### src/core/cidx_consts.svh
// constants for the call / increment / decrement execution block
// assumes 14-bit instruction words and a 13-bit program counter
`ifndef CIDX_CONSTS_SVH
`define CIDX_CONSTS_SVH

// widths
`define CIDX_INSN_W 14
`define CIDX_PC_W 13
`define CIDX_TGT_W 11
`define CIDX_FADDR_W 7
`define CIDX_DATA_W 8

// upper program-counter latch bits copied into pc 12:11
`define CIDX_LATCH_HI 4
`define CIDX_LATCH_LO 3

// instruction field positions
`define CIDX_CALL_HI 13
`define CIDX_CALL_LO 11
`define CIDX_GRP_HI 13
`define CIDX_GRP_LO 8
`define CIDX_DEST_BIT 7
`define CIDX_FADDR_HI 6

// opcode patterns
`define CIDX_OPC_CALL 3'h4
`define CIDX_OPC_INVERT 6'h09
`define CIDX_OPC_ZERO 6'h01
`define CIDX_OPC_SUB 6'h03
`define CIDX_OPC_SUB_SKIP 6'h0B
`define CIDX_OPC_ADD_SKIP 6'h0F

// reset values
`define CIDX_ACC_RST 8'h00
`define CIDX_ZERO_RST 1'b0
`define CIDX_PC_RST 13'h0000

// cycle counts of long operations
`define CIDX_CALL_CYCLES 2
`define CIDX_SKIP_CYCLES 2

`endif

### src/core/cidx_pkg.sv
// types shared by the call / increment / decrement execution block
// assumes the constants header is on the include path
`include "cidx_consts.svh"

package cidx_pkg;

  // decoded operation
  typedef enum logic [2:0] {
    OP_NONE,
    OP_CALL,
    OP_INVERT,
    OP_ZERO_REG,
    OP_ZERO_ACC,
    OP_SUB,
    OP_SUB_SKIP,
    OP_ADD_SKIP
  } cidx_op_t;

  // sequencer state
  typedef enum logic {
    ST_EXEC,
    ST_IDLE_SLOT
  } cidx_state_t;

  // instruction handed over by the fetch pipeline
  typedef struct packed {
    logic [`CIDX_INSN_W-1:0] insn;
    logic [`CIDX_PC_W-1:0] pc;
  } cidx_issue_t;

  // register file write-back
  typedef struct packed {
    logic valid;
    logic [`CIDX_FADDR_W-1:0] addr;
    logic [`CIDX_DATA_W-1:0] data;
  } cidx_wb_t;

  // return stack push and program counter load
  typedef struct packed {
    logic push;
    logic [`CIDX_PC_W-1:0] ret_addr;
    logic load;
    logic [`CIDX_PC_W-1:0] target;
  } cidx_call_t;

  // instruction decode, used for issue and for operand selection
  function automatic cidx_op_t cidx_decode(input logic [`CIDX_INSN_W-1:0] insn);
    cidx_op_t op;
    op = OP_NONE;
    if (insn[`CIDX_CALL_HI:`CIDX_CALL_LO] == `CIDX_OPC_CALL) begin
      op = OP_CALL;
    end else begin
      unique case (insn[`CIDX_GRP_HI:`CIDX_GRP_LO])
        `CIDX_OPC_INVERT: op = OP_INVERT;
        `CIDX_OPC_ZERO: op = insn[`CIDX_DEST_BIT] ? OP_ZERO_REG : OP_ZERO_ACC;
        `CIDX_OPC_SUB: op = OP_SUB;
        `CIDX_OPC_SUB_SKIP: op = OP_SUB_SKIP;
        `CIDX_OPC_ADD_SKIP: op = OP_ADD_SKIP;
        default: op = OP_NONE;
      endcase
    end
    return op;
  endfunction

endpackage

### src/core/cidx_exec.sv
// execution of call, complement, clear, decrement and skip operations
// assumes the register file answers a read address in the same cycle,
// and that the return stack and pc take the call strobes when they pulse
`timescale 1ns/100ps
`include "cidx_consts.svh"

// Contract
// - a call pushes the address of the next instruction, pc plus one, onto the return stack.
// - a call loads its 11-bit target into pc bits 10 down to 0.
// - a call fills pc bits 12:11 from bits 4:3 of the upper program-counter latch.
// - a call takes two cycles and leaves every status flag alone.
// - complement inverts the register, writes acc (d=0) or register (d=1), updates zero.
// - register clear writes zero to the register and sets the zero flag.
// - accumulator clear writes zero to the accumulator and sets the zero flag.
// - decrement subtracts one and writes accumulator or register by d, updating zero.
// - decrement-and-skip subtracts one and writes by d without touching any flag.
// - a zero decrement-and-skip result replaces the next instruction with an idle slot.
// - increment-and-skip adds one and writes by d without touching any flag.
// - a zero increment-and-skip result replaces the next instruction with an idle slot.
module cidx_exec
  import cidx_pkg::*;
#(
  // lengths of the two-cycle operations
  parameter int CALL_CYCLES = `CIDX_CALL_CYCLES,
  parameter int SKIP_CYCLES = `CIDX_SKIP_CYCLES
)
(
  // clock, reset and enable
  input wire logic sys_clk,
  input wire logic resetn,
  input wire logic clk_en,
  // instruction issue from fetch
  input wire logic insn_valid,
  input wire cidx_pkg::cidx_issue_t issue,
  output logic insn_ready,
  // register file read
  output logic [`CIDX_FADDR_W-1:0] reg_raddr,
  input wire logic [`CIDX_DATA_W-1:0] reg_rdata,
  // register file write-back
  output cidx_pkg::cidx_wb_t reg_wb,
  // upper program-counter latch
  input wire logic [`CIDX_DATA_W-1:0] upper_program_counter_latch,
  // return stack and pc
  output cidx_pkg::cidx_call_t call_out,
  // accumulator and zero flag
  output logic [`CIDX_DATA_W-1:0] acc,
  output logic zero_flag,
  // pipeline status
  output logic idle_slot_op,
  output logic insn_unknown
);

  // decode and handshake
  cidx_op_t op;
  logic fire;
  logic dest_reg;
  logic is_call;
  logic is_exec;

  // alu results
  logic [`CIDX_DATA_W-1:0] alu_result;
  logic alu_wr_reg;
  logic alu_wr_acc;
  logic alu_zero_upd;
  logic alu_zero_val;
  logic alu_skip;

  // sequencer
  cidx_state_t state_r;
  cidx_state_t state_nxt;

  // idle slots still to run after a two-cycle operation
  localparam int SLOT_W = $clog2(CALL_CYCLES + SKIP_CYCLES) + 1;
  logic [SLOT_W-1:0] slots_r;
  logic [SLOT_W-1:0] slots_nxt;

  // architectural state
  logic [`CIDX_DATA_W-1:0] acc_r;
  logic [`CIDX_DATA_W-1:0] acc_nxt;
  logic zero_r;
  logic zero_nxt;

  // write-back and status outputs
  cidx_wb_t wb_r;
  cidx_wb_t wb_nxt;
  logic unknown_r;
  logic unknown_nxt;

  // decode of the offered instruction
  assign op = cidx_decode(issue.insn);
  assign dest_reg = issue.insn[`CIDX_DEST_BIT];
  assign is_call = (op == OP_CALL);
  assign is_exec = (op != OP_NONE) && !is_call;

  // ready only in the execute state and while enabled
  assign insn_ready = clk_en && (state_r == ST_EXEC);
  assign fire = insn_valid && insn_ready;

  // operand address, seven bits of the current bank
  assign reg_raddr = issue.insn[`CIDX_FADDR_HI:0];

  // register operation datapath
  cidx_alu cidx_alu_i (
    .op(op),
    .dest_reg(dest_reg),
    .operand(reg_rdata),
    .result(alu_result),
    .wr_reg(alu_wr_reg),
    .wr_acc(alu_wr_acc),
    .zero_upd(alu_zero_upd),
    .zero_val(alu_zero_val),
    .skip(alu_skip)
  );

  // call strobes toward stack and pc
  cidx_call_unit cidx_call_unit_i (
    .sys_clk(sys_clk),
    .resetn(resetn),
    .clk_en(clk_en),
    .fire(fire && is_call),
    .pc(issue.pc),
    .target_low(issue.insn[`CIDX_TGT_W-1:0]),
    .latch_upper(upper_program_counter_latch),
    .call_out(call_out)
  );

  // sequencer: a call or a taken skip costs one idle slot
  always_comb begin
    state_nxt = state_r;
    unique case (state_r)
      ST_EXEC: begin
        if (fire && is_call) begin
          state_nxt = ST_IDLE_SLOT;
        end else if (fire && alu_skip) begin
          state_nxt = ST_IDLE_SLOT;
        end else begin
          state_nxt = ST_EXEC;
        end
      end
      ST_IDLE_SLOT: begin
        if (slots_r <= SLOT_W'(1)) begin
          state_nxt = ST_EXEC;
        end
      end
    endcase
  end

  // sequencer register
  always_ff @(posedge sys_clk or negedge resetn) begin
    if (!resetn) begin
      state_r <= ST_EXEC;
    end else if (clk_en) begin
      state_r <= state_nxt;
    end
  end

  // idle-slot counter, loaded with the extra cycles of a call or taken skip
  always_comb begin
    slots_nxt = slots_r;
    if (fire && is_call) begin
      slots_nxt = SLOT_W'(CALL_CYCLES - 1);
    end else if (fire && alu_skip) begin
      slots_nxt = SLOT_W'(SKIP_CYCLES - 1);
    end else if (slots_r != '0) begin
      slots_nxt = slots_r - SLOT_W'(1);
    end
  end

  // idle-slot counter register
  always_ff @(posedge sys_clk or negedge resetn) begin
    if (!resetn) begin
      slots_r <= '0;
    end else if (clk_en) begin
      slots_r <= slots_nxt;
    end
  end

  // accumulator and zero flag next values
  always_comb begin
    acc_nxt = acc_r;
    zero_nxt = zero_r;
    if (fire && is_exec) begin
      if (alu_wr_acc) begin
        acc_nxt = alu_result;
      end
      if (alu_zero_upd) begin
        zero_nxt = alu_zero_val;
      end
    end
    // calls and skip forms leave zero untouched
  end

  // accumulator and zero flag registers
  always_ff @(posedge sys_clk or negedge resetn) begin
    if (!resetn) begin
      acc_r <= `CIDX_ACC_RST;
      zero_r <= `CIDX_ZERO_RST;
    end else if (clk_en) begin
      acc_r <= acc_nxt;
      zero_r <= zero_nxt;
    end
  end

  // register write-back, one pulse per written result
  always_comb begin
    wb_nxt = '0;
    unknown_nxt = 1'b0;
    if (fire) begin
      if (is_exec && alu_wr_reg) begin
        wb_nxt.valid = 1'b1;
        wb_nxt.addr = issue.insn[`CIDX_FADDR_HI:0];
        wb_nxt.data = alu_result;
      end
      unknown_nxt = (op == OP_NONE);
    end
  end

  // write-back and status registers
  always_ff @(posedge sys_clk or negedge resetn) begin
    if (!resetn) begin
      wb_r <= '0;
      unknown_r <= 1'b0;
    end else if (clk_en) begin
      wb_r <= wb_nxt;
      unknown_r <= unknown_nxt;
    end
  end

  // outputs
  assign reg_wb = wb_r;
  assign acc = acc_r;
  assign zero_flag = zero_r;
  assign insn_unknown = unknown_r;

  // idle slot marks the discarded instruction or the second call cycle
  assign idle_slot_op = (state_r == ST_IDLE_SLOT);

endmodule

### src/core/cidx_alu.sv
// result, zero flag and skip decision for the register operations
// purely combinational; operand comes straight from the register file
`timescale 1ns/100ps
`include "cidx_consts.svh"

module cidx_alu
  import cidx_pkg::*;
(
  // operation
  input wire cidx_pkg::cidx_op_t op,
  input wire logic dest_reg,
  input wire logic [`CIDX_DATA_W-1:0] operand,
  // results
  output logic [`CIDX_DATA_W-1:0] result,
  output logic wr_reg,
  output logic wr_acc,
  output logic zero_upd,
  output logic zero_val,
  output logic skip
);

  logic res_zero;

  // per-operation result and destination, then zero detect on the result
  always_comb begin
    result = operand;
    wr_reg = 1'b0;
    wr_acc = 1'b0;
    zero_upd = 1'b0;
    zero_val = 1'b0;
    skip = 1'b0;
    unique case (op)
      OP_INVERT: begin
        result = ~operand;
        wr_reg = dest_reg;
        wr_acc = ~dest_reg;
        zero_upd = 1'b1;
      end
      OP_ZERO_REG: begin
        result = `CIDX_DATA_W'(0);
        wr_reg = 1'b1;
        zero_upd = 1'b1;
        zero_val = 1'b1;
      end
      OP_ZERO_ACC: begin
        result = `CIDX_DATA_W'(0);
        wr_acc = 1'b1;
        zero_upd = 1'b1;
        zero_val = 1'b1;
      end
      OP_SUB: begin
        result = operand - `CIDX_DATA_W'(1);
        wr_reg = dest_reg;
        wr_acc = ~dest_reg;
        zero_upd = 1'b1;
      end
      OP_SUB_SKIP: begin
        result = operand - `CIDX_DATA_W'(1);
        wr_reg = dest_reg;
        wr_acc = ~dest_reg;
        skip = 1'b1;
      end
      OP_ADD_SKIP: begin
        result = operand + `CIDX_DATA_W'(1);
        wr_reg = dest_reg;
        wr_acc = ~dest_reg;
        skip = 1'b1;
      end
      default: begin
        result = operand;
      end
    endcase
    // eight-bit zero detect; a skip only stands for a zero result
    res_zero = (result == `CIDX_DATA_W'(0));
    zero_val = zero_val || res_zero;
    skip = skip && res_zero;
  end

endmodule

### src/core/cidx_call_unit.sv
// subroutine call: return address push and program counter load
// assumes the caller pulses fire for one accepted call instruction
`timescale 1ns/100ps
`include "cidx_consts.svh"

module cidx_call_unit
  import cidx_pkg::*;
(
  // clock and reset
  input wire logic sys_clk,
  input wire logic resetn,
  input wire logic clk_en,
  // accepted call
  input wire logic fire,
  input wire logic [`CIDX_PC_W-1:0] pc,
  input wire logic [`CIDX_TGT_W-1:0] target_low,
  input wire logic [`CIDX_DATA_W-1:0] latch_upper,
  // stack and pc strobes
  output cidx_pkg::cidx_call_t call_out
);

  cidx_call_t call_r;
  cidx_call_t call_nxt;

  // one-cycle push of pc+1 together with the new pc
  always_comb begin
    call_nxt = '0;
    if (fire) begin
      call_nxt.push = 1'b1;
      call_nxt.ret_addr = `CIDX_PC_W'(pc + `CIDX_PC_W'(1));
      call_nxt.load = 1'b1;
      call_nxt.target = {latch_upper[`CIDX_LATCH_HI:`CIDX_LATCH_LO],
                         target_low};
    end
  end

  // register strobes
  always_ff @(posedge sys_clk or negedge resetn) begin
    if (!resetn) begin
      call_r <= '0;
    end else if (clk_en) begin
      call_r <= call_nxt;
    end
  end

  assign call_out = call_r;

endmodule

### config.mk
export PLATFORM = sky130hd
export DESIGN_NAME = cidx_exec
export DESIGN_NICKNAME = d
export VERILOG_FILES = /design/src/core/cidx_pkg.sv /design/src/core/cidx_exec.sv /design/src/core/cidx_alu.sv /design/src/core/cidx_call_unit.sv
export VERILOG_INCLUDE_DIRS = /design/src /design/src/core
export SDC_FILE = /design/constraint.sdc
export NUM_CORES = 1
export LEC_CHECK = 0
export BUFFER_PORTS_ARGS = -buffer_cell sky130_fd_sc_hd__buf_2
export CORE_ASPECT_RATIO = 1.75
export CORE_MARGIN = 8
export CORE_UTILIZATION = 54
export DETAILED_ROUTE_END_ITERATION = 10
export PLACE_DENSITY = 0.85
export SYNTH_ARGS = -nofsm -noshare
export SYNTH_HDL_FRONTEND = slang
export SYNTH_SLANG_ARGS = --single-unit
### constraint.sdc
create_clock -name sys_clk -period 2.35 [get_ports sys_clk]
set_input_delay 0.47 -clock sys_clk [delete_from_list [all_inputs] [get_ports sys_clk]]
set_output_delay 0.47 -clock sys_clk [all_outputs]
set_load 0.02 [all_outputs]
==> metrics.yaml, run 1 <==
row_count: 37
path_class: "in2reg"
synth_cell_types: 56
async_flop_share: 1.000
gp_congestion: 0.9412
synth-simple-area-share: 0.1505
drtPass1Iterations: 6
area_growth_pct: 41.52
slew_viol_final: 0
path_clk_slew_ns: 0.08
final_util: 0.7827
cts_tree: "built"
critPathLaunch: "issue[25]"
cellPowerDensity_nw_per_um2: 610.5
clkLatencyLatePin_ns: 0.34
cts_buffers: 9
maxCapViolations: 0
fmax_ghz: 0.3670
r2r-end: "slots_r[2]"
endpoint_kind: "flip-flop"
power_frac_comb: 0.275
coreArea_um2: 5787
fin_nets: 558
reg2regPathDepth: 6
grt_max_degree: 58
worst_pin_slew_ns: 0.4834
yosysSeqAreaShare: 0.4457
ys_ff_latch: 57
power.leakage_nw: 2.193
crit_path_max_fanout: 7
n_fill_cell: 375
first_global_vias: 3471
setup_slack_ns: -0.3744
wirelength_um: 10260
synth_top_family_by_area: "compound AO/OA/AOI/OAI gates"
p_switching_mw: 0.9057
final_cell_area_um2: 4529
vias: 3298
syn_avg_cell_area_um2: 9.067
synth-xor-area-share: 0.04105
die_w_um: 74.20
pwr-share-clk: 0.324
failed_checks: "setup timing"
power_frac_seq: 0.401
die_h_um: 117.8
r2r-start: "idle_slot_op"
port_buffers: 103
grt_overflow: 0
internal_power_mw: 1.860
status: "finished with violations"
die_area_um2: 8744
synth_edf_count: 0
rsz0062_at_grt: "yes"
drtIter0Drc: 188
hold_ws_ns: 0.1128
syn_inst: 353
start_kind: "primary input"
ys_warn_count: 0
synthFlopType: "dfrtp_1"
viasPerCell: 5.657
cts_buffer_depth: 2
antennaDiodeCount: 0
syn-cell-area_um2: 3201
grt_pass1_wl_um: 16660
grt_usage: 0.2488
cts_sinks: 57
synth_compound_area_frac: 0.2080
hp-class: "in2async"
r2r_setup_slack_ns: 0.43
drtAntennaViolNets: 0
synthMuxAreaShare: 0.007037
post-place-ws_ns: -0.7631
swShare: 0.3275
top_level_ports: 110
post_synth_fa_ha_maj_area_fraction: 0.04535
postCtsHoldBufs: 0
place_hpwl_um: 7275
cts_root_buffer: "clkbuf_8"
drc: 0
fin_crit_ns: 2.724
final-setup-viol-count: 9
drive_gt1_frac: 0.4218
post-route-period-util: 1.159
synth_fp_nets: 411
h-tree-depth: 3
fin_skew_ns: 0.01096
start_util: 0.5531
drt-wirelength-per-cell_um: 17.60
max-slew-margin-rel: 0.6758
crit_required_ns: 2.55
crit_arrival_ns: 2.93
finalHoldViolations: 0
antenna_found_initial: 0
irDropWorstVdd_v: 0.0002781
placement.cell_area_um2: 4134
repair_timing:
item,CTS,global route
setup buffers,4,1
gates resized for setup,21,8
endpoints found under the setup margin,10,11
pin swaps,19,8
gates cloned,2,0
final cells by class:
type                    instances  area, µm²  area share
well taps                      78      97.59     0.02155
clock inverters                 7      71.32     0.01575
inverters                      53      198.9     0.04392
multi-input cells             222       1650      0.3644
repair buffers                157      960.9      0.2122
clock buffers                   9      123.9     0.02735
flip-flops and latches         57       1426      0.3149
power by group through the flow:
stage,clock network (mW),registers (mW),logic (mW)
finish,0.896,1.11,0.760
global route,0.949,1.11,0.819
CTS,0.901,1.11,0.729
detailed placement,0,1.12,0.685
global placement,0,1.12,0.647
floorplan,0,1.18,0.336
cell usage in the layout (no fill, tap or decap), types with 8 or more instances in the layout:
| master | count |
|---|---|
| nand3_1 | 11 |
| xnor2_1 | 8 |
| dfrtp_1 | 57 |
| buf_2 | 101 |
| inv_1 | 53 |
| clkbuf_8 | 9 |
| o21ai_0 | 34 |
| nor2_1 | 11 |
| buf_4 | 49 |
| nand2_1 | 34 |
| o22ai_1 | 22 |
stage by stage:
step	power, mW	cells	TNS [ns]
global placement	1.767	560	-5.143
finish	2.765	583	-1.881
detailed placement	1.810	560	-6.868
floorplan	1.515	353	-2.905
global route	2.882	583	-2.856
CTS	2.739	582	-1.460
critical path: stages:
cell and delay [ns]:
buf_6 0.10, nor3b_4 0.26, nand3_4 0.14, buf_6 0.16
ha_4 0.23, a21o_1 0.20, a21o_1 0.21, or3_1 0.37
a31oi_2 0.21, nand4_4 0.18, o211ai_1 0.26, o211ai_1 0.13
worst max-delay path by stage:
stage                     slack, ns    endpoint
after detailed placement      -0.76  slots_r[1]
final                         -0.37  slots_r[2]
after floorplan               -0.48  slots_r[1]
after global placement        -0.58  slots_r[1]
after global routing          -0.47  slots_r[1]
after CTS                     -0.33  slots_r[1]
flip-flops by register name, summed over array words and instances (netlist names):
signal                     cells
cidx_call_unit_i.call_out     27
reg_wb                        16
acc                            8
slots_r                        3
idle_slot_op                   1
insn_unknown                   1
zero_flag                      1
Yosys cell counts, types with 2 or more instances:
cell type,n,area [µm²]
o211ai_1,5,37.54
o22ai_1,22,137.6
xnor2_1,9,78.83
a21o_1,3,22.52
o21ai_0,35,175.2
nor3_1,3,15.01
dfrtp_1,57,1426
nor2b_1,3,18.77
nand3_1,12,60.06
inv_1,53,198.9
a31oi_1,4,25.02
buf_4,8,60.06
nor2_1,13,48.80
nand4_1,3,18.77
mux2_2,2,22.52
a221oi_1,3,26.28
or3_1,3,18.77
xor2_1,6,52.55
buf_2,3,15.01
nor3b_1,2,15.01
a211o_1,2,17.52
and3_1,6,37.54
a21oi_1,6,30.03
a211oi_1,3,22.52
nand2_1,35,131.4
o31ai_1,2,15.01
ha_1,10,125.1
o2111ai_1,3,26.28
clkbuf_1,10,37.54
cell families after synthesis:
family	Yosys count
AO/OA/AOI/OAI	101
AND/OR/NAND/NOR	91
buffers and inverters	76
flip-flops	57
XOR/XNOR	15
adder cells (fa/ha/maj)	11
multiplexers	2
metal layers:
| layer | wire (µm) | global-route usage | vias up | share of wire |
|---|---|---|---|---|
| met5 | 0 | 0 | - | 0 |
| met4 | 543 | 0.1826 | 0 | 0.053 |
| met3 | 710 | 0.06314 | 46 | 0.069 |
| met2 | 5602 | 0.4204 | 156 | 0.55 |
| met1 | 3406 | 0.2476 | 1573 | 0.33 |
| li1 | - | - | 1523 | - |
Note: power is estimated with default switching activity, not from simulation.
==> run 2: changes to the inputs <==
--- a/config.mk
+++ b/config.mk
@@ -9,9 +9,10 @@
 export BUFFER_PORTS_ARGS = -buffer_cell sky130_fd_sc_hd__buf_2
 export CORE_ASPECT_RATIO = 1.75
 export CORE_MARGIN = 8
-export CORE_UTILIZATION = 54
+export CORE_UTILIZATION = 56
+export CTS_BUF_LIST = sky130_fd_sc_hd__clkbuf_2
 export DETAILED_ROUTE_END_ITERATION = 10
-export PLACE_DENSITY = 0.85
+export PLACE_DENSITY = 0.88
 export SYNTH_ARGS = -nofsm -noshare
 export SYNTH_HDL_FRONTEND = slang
 export SYNTH_SLANG_ARGS = --single-unit
==> run 2 against run 1 <==
Compared with the run above: the run still ends with setup timing left; sequential share of layout area is 0.72 points higher; global-route usage is 0.29 points lower; clock skew is 0.0083 ns higher; flip-flop and latch count stayed put; highest routed layer unchanged.
==> metrics.yaml, run 2 (same netlist as run 1, synthesis figures left out) <==
status: "finished with violations"
failed_checks: "setup timing"
post-place-ws_ns: -0.7145  # +0.04860 ns
path_class: "in2reg"
p_total_mw: 2.544  # -8.0%
hold_ws_ns: 0.1867  # +0.07387 ns
drtAntennaViolNets: 0  # unchanged
cellPowerDensity_nw_per_um2: 574.4  # -5.9%
worst_pin_slew_ns: 0.5924  # +0.1089 ns
drc: 0  # unchanged
crit_arrival_ns: 2.97  # +0.04 ns
drtIter0Drc: 286  # +52%
largest_reg_flops: 27  # unchanged
slew_viol_final: 0  # unchanged
irDropWorstVdd_v: 0.0003288  # +18%
busiest_layer: "met2"
rsz0062_at_grt: "yes"
power.leakage_nw: 2.173  # -0.93%
crit_required_ns: 2.70  # +0.15 ns
met2_usage: 0.4325  # +0.01216
final_util: 0.7992  # +0.01653
wirelength_um: 11010  # +7.2%
port_buffers: 103  # unchanged
drive_gt1_frac: 0.4127  # -0.009084
path_clk_slew_ns: 0.15  # +0.07 ns
post-route-period-util: 1.117  # -0.04275
grt_use_met1: 0.2268  # -0.02079
coreArea_um2: 5540  # -4.3%
setup_slack_ns: -0.2740  # +0.1005 ns
cts_buffers: 9  # unchanged
vias: 3385  # +2.6%
die_area_um2: 8485  # -3.0%
placement.cell_area_um2: 4096  # -0.91%
endpoint_kind: "flip-flop"
top_level_ports: 110  # unchanged
internal_power_mw: 1.713  # -7.9%
area_growth_pct: 38.35
reg2regPathDepth: 5  # -1
power_frac_comb: 0.289  # +0.014
path_cells: "buf_6, nor3b_4, nand3_4, buf_4, ha_4, nand4_1, a31oi_2, o311ai_2, a211o_2, o2111ai_2, o211ai_1"
h-tree-depth: 3  # unchanged
grt_use_met3: 0.07539  # +0.01225
final_cell_area_um2: 4428  # -2.2%
stdcell_count: 581  # -0.34%
cts_sinks: 57  # unchanged
swShare: 0.3266  # -0.0008980
die_w_um: 73.15  # -1.4%
drt-wirelength-per-cell_um: 18.94  # +7.6%
pwr-share-clk: 0.274  # -0.050
fmax_ghz: 0.3811  # +3.8%
fin_crit_ns: 2.624  # -0.1005 ns
slowest_delay_ns: 0.41  # +0.04 ns
place_hpwl_um: 7574  # +4.1%
cts_root_buffer: "clkbuf_2"
cts_tree: "built"
maxCapViolations: 0  # unchanged
clkLatencyLatePin_ns: 0.47  # +0.13 ns
finalHoldViolations: 0  # unchanged
drtPass1Iterations: 7  # +1
viasPerCell: 5.826  # +3.0%
grt_pass1_wl_um: 15930  # -4.4%
grt_usage: 0.2458  # -0.002909
cts_buffer_depth: 2  # unchanged
hp-class: "in2reg"
min_path_cells: 3
crit_path_max_fanout: 7  # unchanged
final_common_cell: "buf_2"
power_frac_seq: 0.437  # +0.036
antenna_found_initial: 1  # +1
p_switching_mw: 0.8308  # -8.3%
crit_slowest_cell: "a211o_2"
final-setup-viol-count: 7  # -2
grt_overflow: 0  # unchanged
start_kind: "primary input"
finalSetupTns_ns: -1.181  # +0.7002 ns
gp_congestion: 0.9129  # -3.0%
fin_nets: 558  # unchanged
start_util: 0.5777  # +0.02461
layout_common_cells: "buf_2 (101), dfrtp_1 (57), inv_1 (53), buf_4 (52)"
grt_max_degree: 50  # -14%
max-slew-margin-rel: 0.6051  # -0.07067
row_count: 36  # -2.7%
die_h_um: 116.0  # -1.6%
first_global_vias: 3377  # -2.7%
placed_cells: 555  # -0.89%
n_fill_cell: 371  # -1.1%
fin_skew_ns: 0.01922  # +0.008260 ns
run 2: repair_timing:
action / in CTS / in global routing
setup buffers: 3 / 4
gates cloned: 1 / 1
hold endpoints to repair: 26 / 0
hold buffers: 1 / 0
setup endpoints to repair: 5 / 8
gates resized for setup: 6 / 16
pin swaps: 4 / 4
run 2: layout make-up:
class                      instances  area [µm²]  area share
clock inverter                     4       68.82     0.01554
clock buffer                      11       55.05     0.01243
tap                               76       95.09     0.02147
inverter                          53       198.9     0.04493
sequential                        57        1426      0.3221
multi-input combinational        222        1642      0.3707
antenna                            1       2.502   0.0005651
timing repair buffer             157       939.7      0.2122
run 2: worst paths after layout:
check                                                from                            end  slack, ns
hold reg to reg                                    acc[0]                         acc[0]       0.50
min in group asynchronous                          resetn   cidx_call_unit_i.call_out[6]       0.50
setup / recovery                                issue[25]                     slots_r[1]      -0.27
setup reg to reg                             idle_slot_op                      reg_wb[2]       0.38
hold / removal             upper_program_counter_latch[4]  cidx_call_unit_i.call_out[12]       0.19
max in group asynchronous                          resetn  cidx_call_unit_i.call_out[19]       1.13
run 2: layer usage:
layer / wire, µm / vias to the layer above / part of all wire
met1: 3432 / 1587 / 0.31
met4: 703 / 0 / 0.064
met5: 0 / - / 0
li1: - / 1520 / -
met3: 901 / 65 / 0.082
met2: 5967 / 213 / 0.54
run 2: power by group through the flow:
stage          clock network (mW)  logic (mW)  registers [mW]
2_1_floorplan                   0       0.336            1.18
3_3_place_gp                    0       0.636            1.12
3_5_place_dp                    0       0.664            1.12
4_1_cts                     0.704       0.682            1.11
5_1_grt                     0.750       0.784            1.12
6_report                    0.696       0.736            1.11
run 2: critical path, delay by kind of cell:
kind / cells / cell delay [ns]
AOI/OAI and AO/OA: 5 / 1.18
adders and majority gates: 1 / 0.30
buffers and inverters: 2 / 0.28
and+or+nand+nor: 3 / 0.73
==> run 3: changes to the inputs <==
--- a/config.mk
+++ b/config.mk
@@ -12,7 +12,7 @@
 export CORE_UTILIZATION = 56
 export CTS_BUF_LIST = sky130_fd_sc_hd__clkbuf_2
 export DETAILED_ROUTE_END_ITERATION = 10
-export PLACE_DENSITY = 0.88
+export PLACE_DENSITY = 0.86
 export SYNTH_ARGS = -nofsm -noshare
 export SYNTH_HDL_FRONTEND = slang
 export SYNTH_SLANG_ARGS = --single-unit
==> run 3 against run 2 <==
Compared with the run above: the run ends with DRC, setup timing left; clock power fell by 11%; flip-flop and latch count did not move; non-clock buffer count rose by 1; cell count rose by 0.34%; global-route usage fell by 0.17 points; final area rose by 0.48%; hold slack got worse by 0.011 ns; via count fell by 1.4%; power fell by 2.7%; register-to-register slack improved by 0.15 ns; largest power group unchanged.
==> metrics.yaml, run 3 (same netlist as run 1, synthesis figures left out) <==
final-setup-viol-count: 6  # -1
hold_end: "cidx_call_unit_i.call_out[14]"
drtAntennaViolNets: 0  # unchanged
vias: 3339  # -1.4%
layout_common_cells: "buf_2 (101), dfrtp_1 (57), inv_1 (53), buf_4 (49)"
cellPowerDensity_nw_per_um2: 556.2  # -3.2%
irDropWorstVdd_v: 0.0003489  # +6.1%
final_common_cell: "buf_2"
drt-wirelength-per-cell_um: 18.42  # -2.7%
grt_pass1_wl_um: 15900  # -0.18%
path_class: "in2reg"
final_util: 0.8031  # +0.003839
crit_arrival_ns: 2.98  # about the same
gp_congestion: 0.9296  # +1.8%
cts_buffer_depth: 2  # unchanged
cts_root_buffer: "clkbuf_2"
post-route-period-util: 1.105  # -0.01180
r2r-start: "idle_slot_op"
crit_required_ns: 2.73  # +0.03 ns
die_w_um: 73.15  # unchanged
path_clk_slew_ns: 0.16  # about the same
clkLatencyLatePin_ns: 0.51  # +0.04 ns
largest_reg_flops: 27  # unchanged
h-tree-depth: 3  # unchanged
first_global_vias: 3332  # -1.3%
coreArea_um2: 5540  # unchanged
wirelength_um: 10740  # -2.4%
cts_sinks: 57  # unchanged
hp-class: "in2reg"
finalSetupTns_ns: -0.7968  # +0.3840 ns
die_h_um: 116.0  # unchanged
viasPerCell: 5.727  # -1.7%
cts_tree: "built"
crit_path_max_fanout: 7  # unchanged
r2r-end: "slots_r[1]"
drtPass1Iterations: 10  # +3
min_path_cells: 2  # -1
grt_usage: 0.2441  # -0.001699
status: "finished with violations"
power.leakage_nw: 2.170  # -0.12%
drc: 1  # +1
stdcell_count: 583  # +0.34%
start_util: 0.5777  # unchanged
grt_max_degree: 50  # unchanged
area_growth_pct: 39.01
cts_buffers: 9  # unchanged
worst_pin_slew_ns: 0.4877  # -0.1047 ns
r2r_setup_slack_ns: 0.53  # +0.15 ns
finalHoldViolations: 0  # unchanged
die_area_um2: 8485  # unchanged
setup_slack_ns: -0.2463  # +0.02772 ns
rsz0062_at_grt: "yes"
placed_cells: 556  # +0.18%
fin_skew_ns: 0.02639  # +0.007177 ns
reg2regPathDepth: 6  # +1
start_kind: "primary input"
hold_path.startpoint: "issue[0]"
max-slew-margin-rel: 0.6729  # +0.06783
fin_crit_ns: 2.596  # -0.02772 ns
row_count: 36  # unchanged
grt_overflow: 0  # unchanged
port_buffers: 103  # unchanged
place_hpwl_um: 7541  # -0.43%
drive_gt1_frac: 0.4229  # +0.01023
failed_checks: "DRC, setup timing"
fmax_ghz: 0.3852  # +1.1%
post-place-ws_ns: -0.7245  # -0.01003 ns
antenna_found_initial: 1  # unchanged
n_fill_cell: 384  # +3.5%
maxCapViolations: 0  # unchanged
top_level_ports: 110  # unchanged
slew_viol_final: 0  # unchanged
drtIter0Drc: 292  # +2.1%
fin_nets: 559  # +0.18%
endpoint_kind: "flip-flop"
==> run 3: worst max path at each step <==
stage	from	end	slack [ns]	cells after the start
after floorplan	issue[25]	slots_r[1]	-0.48	10
after global placement	issue[25]	slots_r[1]	-0.61	11
after detailed placement	issue[25]	slots_r[2]	-0.72	12
after CTS	issue[26]	slots_r[1]	-0.11	12
after global routing	issue[25]	slots_r[1]	-0.28	14
final	issue[25]	slots_r[1]	-0.25	14
==> run 3: final cells by class <==
type | instances | area (µm²) | area share
Clock buffer | 10 | 50.05 | 0.01125
Tap cell | 76 | 95.09 | 0.02137
Sequential cell | 57 | 1426 | 0.3206
Antenna cell | 1 | 2.502 | 0.0005624
Timing Repair Buffer | 158 | 970.9 | 0.2182
Inverter | 53 | 198.9 | 0.04471
Clock inverter | 6 | 58.81 | 0.01322
Multi-Input combinational cell | 222 | 1647 | 0.3701
==> run 3: worst max-delay path, cell delays in order <==
cell	delay (ns)
buf_6	0.10
nor3b_4	0.26
nand3_4	0.17
buf_6	0.16
ha_4	0.27
buf_6	0.10
nor2_2	0.04
o31ai_2	0.30
xor2_1	0.16
a221oi_2	0.26
buf_4	0.18
nand4_4	0.15
o211ai_1	0.24
o211ai_1	0.13
==> run 3: what timing repair did <==
action	4_1_cts	5_1_grt
gates resized for setup	10	17
endpoints found under the hold margin	17	0
setup endpoints to repair	5	7
hold buffers	1	0
buffers inserted	3	4
pin swaps	11	16
gates cloned	1	1
==> run 3: power breakdown <==
group	internal, mW	total, mW	switching (mW)	leakage (nW)
combinational	0.310	0.742	0.432	1.32
sequential	1.06	1.11	0.0532	0.781
clock	0.242	0.622	0.380	0.0654
total	1.61	2.47	0.865	2.17
==> run 3: through the flow <==
step	power (mW)	instance area (µm²)	hold WS, ns
2_1_floorplan	1.515	3264	0.1744
3_3_place_gp	1.759	4116	0.4350
3_5_place_dp	1.797	4116	0.4522
4_1_cts	2.430	4328	0.1489
5_1_grt	2.594	4449	0.1486
6_report	2.475	4449	0.1753
==> run 3: metal layers <==
layer,vias up,global-route usage,wire length (µm)
met5,-,0,0
met4,0,0.1640,590
met3,51,0.05286,737
met2,172,0.4403,5863
met1,1588,0.2393,3550
li1,1528,-,-
